===== src/accel_detect_map.svh =====
// Register offsets, reset values, field positions and timing counts of the free-fall and motion detector.
`ifndef ACCEL_DETECT_MAP_SVH
`define ACCEL_DETECT_MAP_SVH

// ****************************************
// Register map
// ****************************************
`define FALL_THRESHOLD_OFFS     7'h08
`define FALL_DEBOUNCE_OFFS      7'h09
`define MOTION_THRESHOLD_OFFS   7'h0a
`define MOTION_DEBOUNCE_OFFS    7'h0b
`define STATUS_OFFS             7'h0e
`define CONTROL_B_OFFS          7'h0d
`define CONTROL_C_OFFS          7'h0c
`define SPI_READ_BIT            7

// ****************************************
// Reset values
// ****************************************
`define FALL_THRESHOLD_RST      8'h0e
`define FALL_DEBOUNCE_RST       8'h01
`define MOTION_THRESHOLD_RST    8'h55
`define MOTION_DEBOUNCE_RST     8'h01
`define CONTROL_B_RST           8'h42
`define CONTROL_C_RST           8'h00

// ****************************************
// Field positions
// ****************************************
`define STAT_FALL_BIT           0
`define STAT_MOTION_BIT         1
`define CTLB_FALL_EN_BIT        1
`define CTLC_RATE_LO_BIT        0
`define CTLC_RATE_HI_BIT        1
`define CTLC_MOTION_LATCH_BIT   3
`define CTLC_FALL_LATCH_BIT     4
`define SAMPLE_MSB              11
`define SAMPLE_LSB              4

// ****************************************
// Timing
// ****************************************
`define REF_CLK_HZ              200000000
`define RATE_250_HZ             250
`define RATE_1K_HZ              1000
`define RATE_4K_HZ              4000
`define RATE_16K_HZ             16000
`define TICK_CNT_W              20

`endif


===== src/accel_detect_pkg.sv =====
// Types shared by the free-fall and motion detector.
package accel_detect_pkg;

   typedef logic [11:0] sample_t;

   typedef struct packed {
      sample_t x;
      sample_t y;
      sample_t z;
   } axes_s;

   typedef struct packed {
      logic       writeStrobe;
      logic [6:0] addr;
      logic [7:0] wdata;
   } reg_wr_s;

   typedef enum logic [1:0] {
      RATE_250 = 2'b00,
      RATE_1K  = 2'b01,
      RATE_4K  = 2'b10,
      RATE_16K = 2'b11
   } rate_e;

endpackage


===== src/accel_freefall_motion_detect.sv =====
// Free-fall and motion threshold, debounce and interrupt logic with its register file.
`timescale 1ns/1ps
`include "accel_detect_map.svh"

// Contract
// Free-fall needs all three axes below threshold together for the programmed delay.
// Motion needs any one axis above threshold continuously for the programmed delay.
// Free-fall and motion both drive the single interrupt output pin.
// Thresholds are 8-bit; one step equals sixteen axis counts.
// Free-fall delay register holds an 8-bit sample count.
// Delay counts 0 to 255 are samples at the selected interrupt rate.
// Free-fall threshold is read/write, resets to 0x0e.
// Free-fall delay is read/write, resets to one.
// Motion threshold is read/write, resets to 0x55.
// Motion delay is read/write, resets to one.
// SPI reads use address bit 7 set, writes use it clear.
// Host enables an interrupt only while no trigger condition is present.
// Rate bits select 250 Hz, 1 kHz, 4 kHz or 16 kHz sampling.
// With free-fall enable low no free-fall interrupt is generated.
// Status bits mirror the interrupt levels; writing 0 clears each.
// Unlatched output follows detection; latched holds until enable cycles low. Motion has no enable here; only a status clear releases its latch.
// Upper eight bits of each 12-bit sample are compared once per tick.
// Debounce counter restarts on any non-qualifying sample.
module accel_freefall_motion_detect
   import accel_detect_pkg::*;
(
   input  wire logic        ref_clk,
   input  wire logic        rst_b,
   input  wire axes_s       axes,
   input  wire reg_wr_s     regWr,
   input  wire logic [7:0]  regAddr,
   output logic      [7:0]  regRdata,
   output logic             intOut,
   output logic             fallIrqStatus,
   output logic             motionIrqStatus
);

   // ****************************************
   // Rate divider constants
   // ****************************************
   localparam logic [`TICK_CNT_W-1:0] DIV_250 = `TICK_CNT_W'(`REF_CLK_HZ / `RATE_250_HZ - 1);
   localparam logic [`TICK_CNT_W-1:0] DIV_1K  = `TICK_CNT_W'(`REF_CLK_HZ / `RATE_1K_HZ - 1);
   localparam logic [`TICK_CNT_W-1:0] DIV_4K  = `TICK_CNT_W'(`REF_CLK_HZ / `RATE_4K_HZ - 1);
   localparam logic [`TICK_CNT_W-1:0] DIV_16K = `TICK_CNT_W'(`REF_CLK_HZ / `RATE_16K_HZ - 1);

   typedef struct packed {
      logic [7:0]             fallThreshold;
      logic [7:0]             fallDebounce;
      logic [7:0]             motionThreshold;
      logic [7:0]             motionDebounce;
      logic [7:0]             controlB;
      logic [7:0]             controlC;
      logic [`TICK_CNT_W-1:0] tickCnt;
      logic [7:0]             fallCnt;
      logic [7:0]             motionCnt;
      logic                   fallFlag;
      logic                   motionFlag;
      logic [7:0]             rdata;
      axes_s                  axesMeta;
      axes_s                  axesSync;
   } state_s;

   state_s st;
   state_s next_st;

   logic [`TICK_CNT_W-1:0] divLimit;
   logic                   tick;
   logic                   allBelow;
   logic                   anyAbove;
   logic                   fallDetect;
   logic                   motionDetect;
   logic [6:0]             baseAddr;
   logic                   isRead;

   // Upper byte of a 12-bit sample matches the threshold scale of 16 counts a step.
   function automatic logic [7:0] upperByte(input sample_t s);
      return s[`SAMPLE_MSB:`SAMPLE_LSB];
   endfunction

   // Free-fall wants every axis under its threshold in the same sample.
   function automatic logic allUnder(input axes_s a, input logic [7:0] thr);
      return (upperByte(a.x) < thr) && (upperByte(a.y) < thr) && (upperByte(a.z) < thr);
   endfunction

   // Motion wants any one axis over its threshold; a sample equal to it does not count.
   function automatic logic anyOver(input axes_s a, input logic [7:0] thr);
      return (upperByte(a.x) > thr) || (upperByte(a.y) > thr) || (upperByte(a.z) > thr);
   endfunction

   function automatic logic [`TICK_CNT_W-1:0] rateDivider(input rate_e r);
      unique case (r)
         RATE_250: return DIV_250;
         RATE_1K:  return DIV_1K;
         RATE_4K:  return DIV_4K;
         RATE_16K: return DIV_16K;
      endcase
   endfunction

   // Register write decode; returns the new value when the address hits.
   function automatic logic [7:0] regUpdate(input logic [7:0] cur, input logic [6:0] offs, input reg_wr_s w);
      if (w.writeStrobe && w.addr == offs) begin
         return w.wdata;
      end
      return cur;
   endfunction

   // A status write clears a flag only where its bit is written as 0.
   function automatic logic statusClear(input reg_wr_s w, input int pos);
      return w.writeStrobe && w.addr == `STATUS_OFFS && !w.wdata[pos];
   endfunction

   // ****************************************
   // Combinational next state
   // ****************************************
   always_comb begin
      next_st = st;
      next_st.axesMeta = axes;
      next_st.axesSync = st.axesMeta;

      // ****************************************
      // Sample tick
      // ****************************************
      // A rate change lands mid-count: a count already past the new limit ticks at once.
      divLimit = rateDivider(rate_e'({st.controlC[`CTLC_RATE_HI_BIT], st.controlC[`CTLC_RATE_LO_BIT]}));
      tick = (st.tickCnt >= divLimit);
      next_st.tickCnt = tick ? '0 : st.tickCnt + 1'b1;

      // ****************************************
      // Threshold and debounce
      // ****************************************
      allBelow = allUnder(st.axesSync, st.fallThreshold);
      anyAbove = anyOver(st.axesSync, st.motionThreshold);

      // Counters saturate at the programmed delay; a count of 0 qualifies on the first good sample.
      fallDetect   = allBelow && (st.fallCnt >= st.fallDebounce);
      motionDetect = anyAbove && (st.motionCnt >= st.motionDebounce);
      if (tick) begin
         if (!allBelow) begin
            next_st.fallCnt = '0;
         end else if (st.fallCnt < st.fallDebounce) begin
            next_st.fallCnt = st.fallCnt + 8'h01;
         end
         if (!anyAbove) begin
            next_st.motionCnt = '0;
         end else if (st.motionCnt < st.motionDebounce) begin
            next_st.motionCnt = st.motionCnt + 8'h01;
         end
      end

      // ****************************************
      // Register file
      // ****************************************
      baseAddr = regAddr[6:0];
      isRead   = regAddr[`SPI_READ_BIT];
      next_st.fallThreshold   = regUpdate(st.fallThreshold, `FALL_THRESHOLD_OFFS, regWr);
      next_st.fallDebounce    = regUpdate(st.fallDebounce, `FALL_DEBOUNCE_OFFS, regWr);
      next_st.motionThreshold = regUpdate(st.motionThreshold, `MOTION_THRESHOLD_OFFS, regWr);
      next_st.motionDebounce  = regUpdate(st.motionDebounce, `MOTION_DEBOUNCE_OFFS, regWr);
      next_st.controlB        = regUpdate(st.controlB, `CONTROL_B_OFFS, regWr);
      next_st.controlC        = regUpdate(st.controlC, `CONTROL_C_OFFS, regWr);

      // ****************************************
      // Interrupt flags
      // ****************************************
      // Free-fall flag: a fresh detection wins over a status clear in the same cycle.
      if (!st.controlB[`CTLB_FALL_EN_BIT]) begin
         next_st.fallFlag = 1'b0;
      end else if (tick && fallDetect) begin
         next_st.fallFlag = 1'b1;
      end else if (statusClear(regWr, `STAT_FALL_BIT)) begin
         next_st.fallFlag = 1'b0;
      end else if (tick && !st.controlC[`CTLC_FALL_LATCH_BIT]) begin
         next_st.fallFlag = fallDetect;
      end

      // Motion latch holds until the external motion enable is cycled; here a status clear releases it.
      if (tick && motionDetect) begin
         next_st.motionFlag = 1'b1;
      end else if (statusClear(regWr, `STAT_MOTION_BIT)) begin
         next_st.motionFlag = 1'b0;
      end else if (tick && !st.controlC[`CTLC_MOTION_LATCH_BIT]) begin
         next_st.motionFlag = motionDetect;
      end

      // ****************************************
      // Read port
      // ****************************************
      next_st.rdata = 8'h00;
      if (isRead) begin
         unique case (baseAddr)
            `FALL_THRESHOLD_OFFS:   next_st.rdata = st.fallThreshold;
            `FALL_DEBOUNCE_OFFS:    next_st.rdata = st.fallDebounce;
            `MOTION_THRESHOLD_OFFS: next_st.rdata = st.motionThreshold;
            `MOTION_DEBOUNCE_OFFS:  next_st.rdata = st.motionDebounce;
            `CONTROL_B_OFFS:        next_st.rdata = st.controlB;
            `CONTROL_C_OFFS:        next_st.rdata = st.controlC;
            `STATUS_OFFS:           next_st.rdata = {6'h00, st.motionFlag, st.fallFlag};
            default:                next_st.rdata = 8'h00;
         endcase
      end
   end

   // ****************************************
   // State register
   // ****************************************
   always_ff @(posedge ref_clk or negedge rst_b) begin
      if (!rst_b) begin
         st                 <= '0;
         st.fallThreshold   <= `FALL_THRESHOLD_RST;
         st.fallDebounce    <= `FALL_DEBOUNCE_RST;
         st.motionThreshold <= `MOTION_THRESHOLD_RST;
         st.motionDebounce  <= `MOTION_DEBOUNCE_RST;
         st.controlB        <= `CONTROL_B_RST;
         st.controlC        <= `CONTROL_C_RST;
      end else begin
         st <= next_st;
      end
   end

   assign regRdata        = st.rdata;
   assign intOut          = st.fallFlag | st.motionFlag;
   assign fallIrqStatus   = st.fallFlag;
   assign motionIrqStatus = st.motionFlag;

endmodule


===== config.mk =====
export PLATFORM = sky130hd
export DESIGN_NAME = accel_freefall_motion_detect
export DESIGN_NICKNAME = d
export VERILOG_FILES = /design/src/accel_detect_pkg.sv /design/src/accel_freefall_motion_detect.sv
export VERILOG_INCLUDE_DIRS = /design/src
export SDC_FILE = /design/constraint.sdc
export NUM_CORES = 1
export LEC_CHECK = 0
export ABC_AREA = 1
export CAP_MARGIN = 0
export CORE_UTILIZATION = 62
export CTS_CLUSTER_DIAMETER = 50
export DETAILED_ROUTE_END_ITERATION = 8
export DONT_BUFFER_PORTS = 1
export PLACE_DENSITY_LB_ADDON = 0.2
export SLEW_MARGIN = 20
export SYNTH_ARGS = -nofsm -noshare
export SYNTH_HDL_FRONTEND = slang
export SYNTH_SLANG_ARGS = --single-unit
export TNS_END_PERCENT = 20

===== constraint.sdc =====
create_clock -name ref_clk -period 3.25 [get_ports ref_clk]
set_clock_uncertainty 0.2 [all_clocks]
set_input_delay 0.1625 -clock ref_clk [delete_from_list [all_inputs] [get_ports ref_clk]]
set_output_delay 0.1625 -clock ref_clk [all_outputs]
set_load 0.03 [all_outputs]

==> impl_metrics.ini <==
[run_status]
status = finished with violations
violations = hold timing

[detailed_routing]
route.detailed.drc = 0
wl_per_cell_microns = 15.5
vias = 6248
drt-total-wl_microns = 17300
ant_nets = 0
first_pass_iters = 6
viasPerCell = 5.60
drt_iter0_markers = 550

[finish]
final_cells = 1115
finalNetCount = 1081
areaGrowthSynthToFinish_pct = 14.0
n_antenna_cell = 0
drive_above_1_share_pct = 7.39
fin_util_pct = 73.2

[yosys]
synth-seq-cells = 142
ys_seq_area_share_pct = 45.9
syn_area_per_cell_sq_um = 8.73
synth_area_sq_mm = 0.00778
synth_edf_count = 0
ys_warn_count = 0
netlist-cell-type-count = 43
syn_inst = 891
synth_flop_cell = dfrtp_1
async_reset_ff_share_pct = 100
syn_nets = 1038

[clock_tree]
ctsHoldBuffers = 41
cts_tree = built
cts_resized = 0
clk_root_buffer_cell = clkbuf_16
numCtsBuffers = 17
cts.clk_slew.worst_paths_ns = 0.06
cts_max_level = 4
clock_latency_ns = 0.43
cts_setup_buffers = 0
cts_max_path_buffers = 2
clock_sinks = 142

[placed_design]
hpwlAfterDp_microns = 12300
placement.io_buffers = 0
preCtsSetupSlack_ns = 0.412
gp_congestion = 0.868
placed_cells = 1042

[timing]
hold_viol_final = 142
setup_viol_count_final = 0
fmax_mhz = 352
setup_slack_ns = 0.406
rsz0062_at_grt = false
fin_setup_tns_ns = 0
relSlewSlack_pct = 61.3
worst_pin_slew_ns = 0.579
min_period_ns = 2.84
whs_ns = -0.776
finalMaxSlewViolations = 0
min_period_over_period_pct = 87.5

[floorplan]
die-area_sq_mm = 0.0130
io-pin-count = 73
start_util_pct = 64.2
coreArea_sq_mm = 0.0121
placementRows = 40
die_w_microns = 114
die_h_microns = 114

[worst_setup_path]
critPathRequiredTime_ns = 3.36
arrival_ns = 2.96
startpoint_type = flip-flop
path_class = flip-flop to flip-flop
crit_path_end_kind = flip-flop
cp_max_fo = 17

[power_and_ir_drop]
p_leak_uw = 0.00436
powerDensity_mw_per_mm2 = 478
power_uw = 4240
peakVddDrop_uv = 599

[global_routing]
grt_max_degree = 143
grt_use_total_pct = 29.4
grt_pass1_vias = 6236
grt_pass1_wl_microns = 29200
antenna_found_initial = 0
grt_overflow = 0

[job]
max_cap_viol_count = 0

[worst_hold_path]
hp-class = input port to asynchronous set/reset pin
## flip-flops by register name, summed over array words and instances (netlist names)
| signal | cells |
|---|---|
| st | 108 |
| fallIrqStatus | 1 |
| motionIrqStatus | 1 |
| next_st | 24 |
| regRdata | 8 |
## power by group
part | leakage [uW] | total, uW | switching [uW] | internal [uW]
clock | 0.000273 | 1870 | 784 | 1090
combinational | 0.00228 | 455 | 277 | 179
sequential | 0.00180 | 1910 | 52.9 | 1860
## layout by cell type, fill, tap and decap left out, types with 6 or more instances in the layout
cell / instances
nand2_1: 226
dfrtp_1: 131
inv_1: 116
ha_1: 85
nor2_1: 66
o21ai_0: 58
dlygate4sd3_1: 41
nand3_1: 31
nand4_1: 30
a21oi_1: 29
clkbuf_16: 17
xor2_1: 15
o221ai_1: 12
dfstp_2: 11
xnor2_1: 8
nor2_2: 6
## critical path: stages, from the launching register on
cell and delay, ns:
dfrtp_1 0.47, inv_1 0.13, ha_1 0.42, inv_2 0.09, ha_1 0.28, nand2_1 0.05, nor2_1 0.12, nand2_1 0.07
nor2_1 0.08, nand3_1 0.12, nand3_4 0.26, buf_4 0.23, nand2_4 0.09, nand2_1 0.07, nand2_1 0.05
## cell families (layout without fill, tap and decap cells)
logic type                 after synthesis  count (layout)  synth area share, %
and+or+nand+nor                        389             389                 22.1
buffers and inverters                  138             194                 7.35
adders and majority gates               85              85                 13.7
xor gates and xnor gates                23              23                 2.59
DFF                                    142             142                 45.9
AOI/OAI and AO/OA                      114             114                 8.38
## area by class of cell
cell class | instances | area, sq um
Fill cell | 918 | 3250
Inverter | 118 | 443
Sequential cell | 142 | 3570
Clock inverter | 13 | 130
Timing Repair Buffer | 44 | 433
Tap cell | 168 | 210
Multi-Input combinational cell | 611 | 3640
Clock buffer | 19 | 443
## through the flow
step                hold WS, ns  cell area [sq um]
CTS                      -0.785               8860
global placement         -0.330               7880
global route             -0.790               8860
finish                   -0.776               8860
floorplan                -0.333               7780
detailed placement       -0.329               7880
## per-layer routing
layer,routed length [microns],vias to the layer above,track usage [%]
li1,-,3000,-
met1,7140,3000,34.9
met2,8610,199,50.2
met3,978,49,8.29
met4,577,0,12.2
met5,0,-,0
## cell usage after synthesis, types with 3 or more instances
| library cell | instances | area (sq um) |
|---|---|---|
| o21a_1 | 4 | 30.0 |
| nor2_2 | 6 | 37.5 |
| nand2_1 | 226 | 848 |
| o21ai_0 | 58 | 290 |
| a21oi_1 | 29 | 145 |
| dfstp_2 | 11 | 289 |
| nand2_2 | 4 | 25.0 |
| nand4_1 | 30 | 188 |
| nor2_1 | 66 | 248 |
| clkbuf_1 | 7 | 26.3 |
| xor2_1 | 15 | 131 |
| ha_1 | 85 | 1060 |
| dfrtp_1 | 131 | 3280 |
| nor4_1 | 3 | 18.8 |
| xnor2_1 | 8 | 70.1 |
| buf_4 | 10 | 75.1 |
| nor3b_1 | 3 | 22.5 |
| nor3_1 | 5 | 25.0 |
| o21bai_1 | 3 | 22.5 |
| o221ai_1 | 12 | 105 |
| inv_1 | 116 | 435 |
| nand3_1 | 31 | 155 |
## worst paths after layout
check | startpoint | end | slack, ns | depth (start not counted)
setup / recovery | st[119]$_DFFE_PN0P_ | st[89]$_DFFE_PN0P_ | 0.41 | 14
hold / removal | rst_b | st[105]$_DFF_PN0_ | -0.78 | 0
setup reg to reg | st[119]$_DFFE_PN0P_ | st[89]$_DFFE_PN0P_ | 0.41 | 14
hold reg to reg | next_st[5]$_DFF_PN0_ | st[5]$_DFF_PN0_ | 0.15 | 0
max in group asynchronous | rst_b | st[146]$_DFFE_PN1P_ | 3.35 | 0
min in group ref_clk | regAddr[2] | regRdata[1]$_DFF_PN0_ | 0.02 | 5
(Power assumes the default switching activity.)
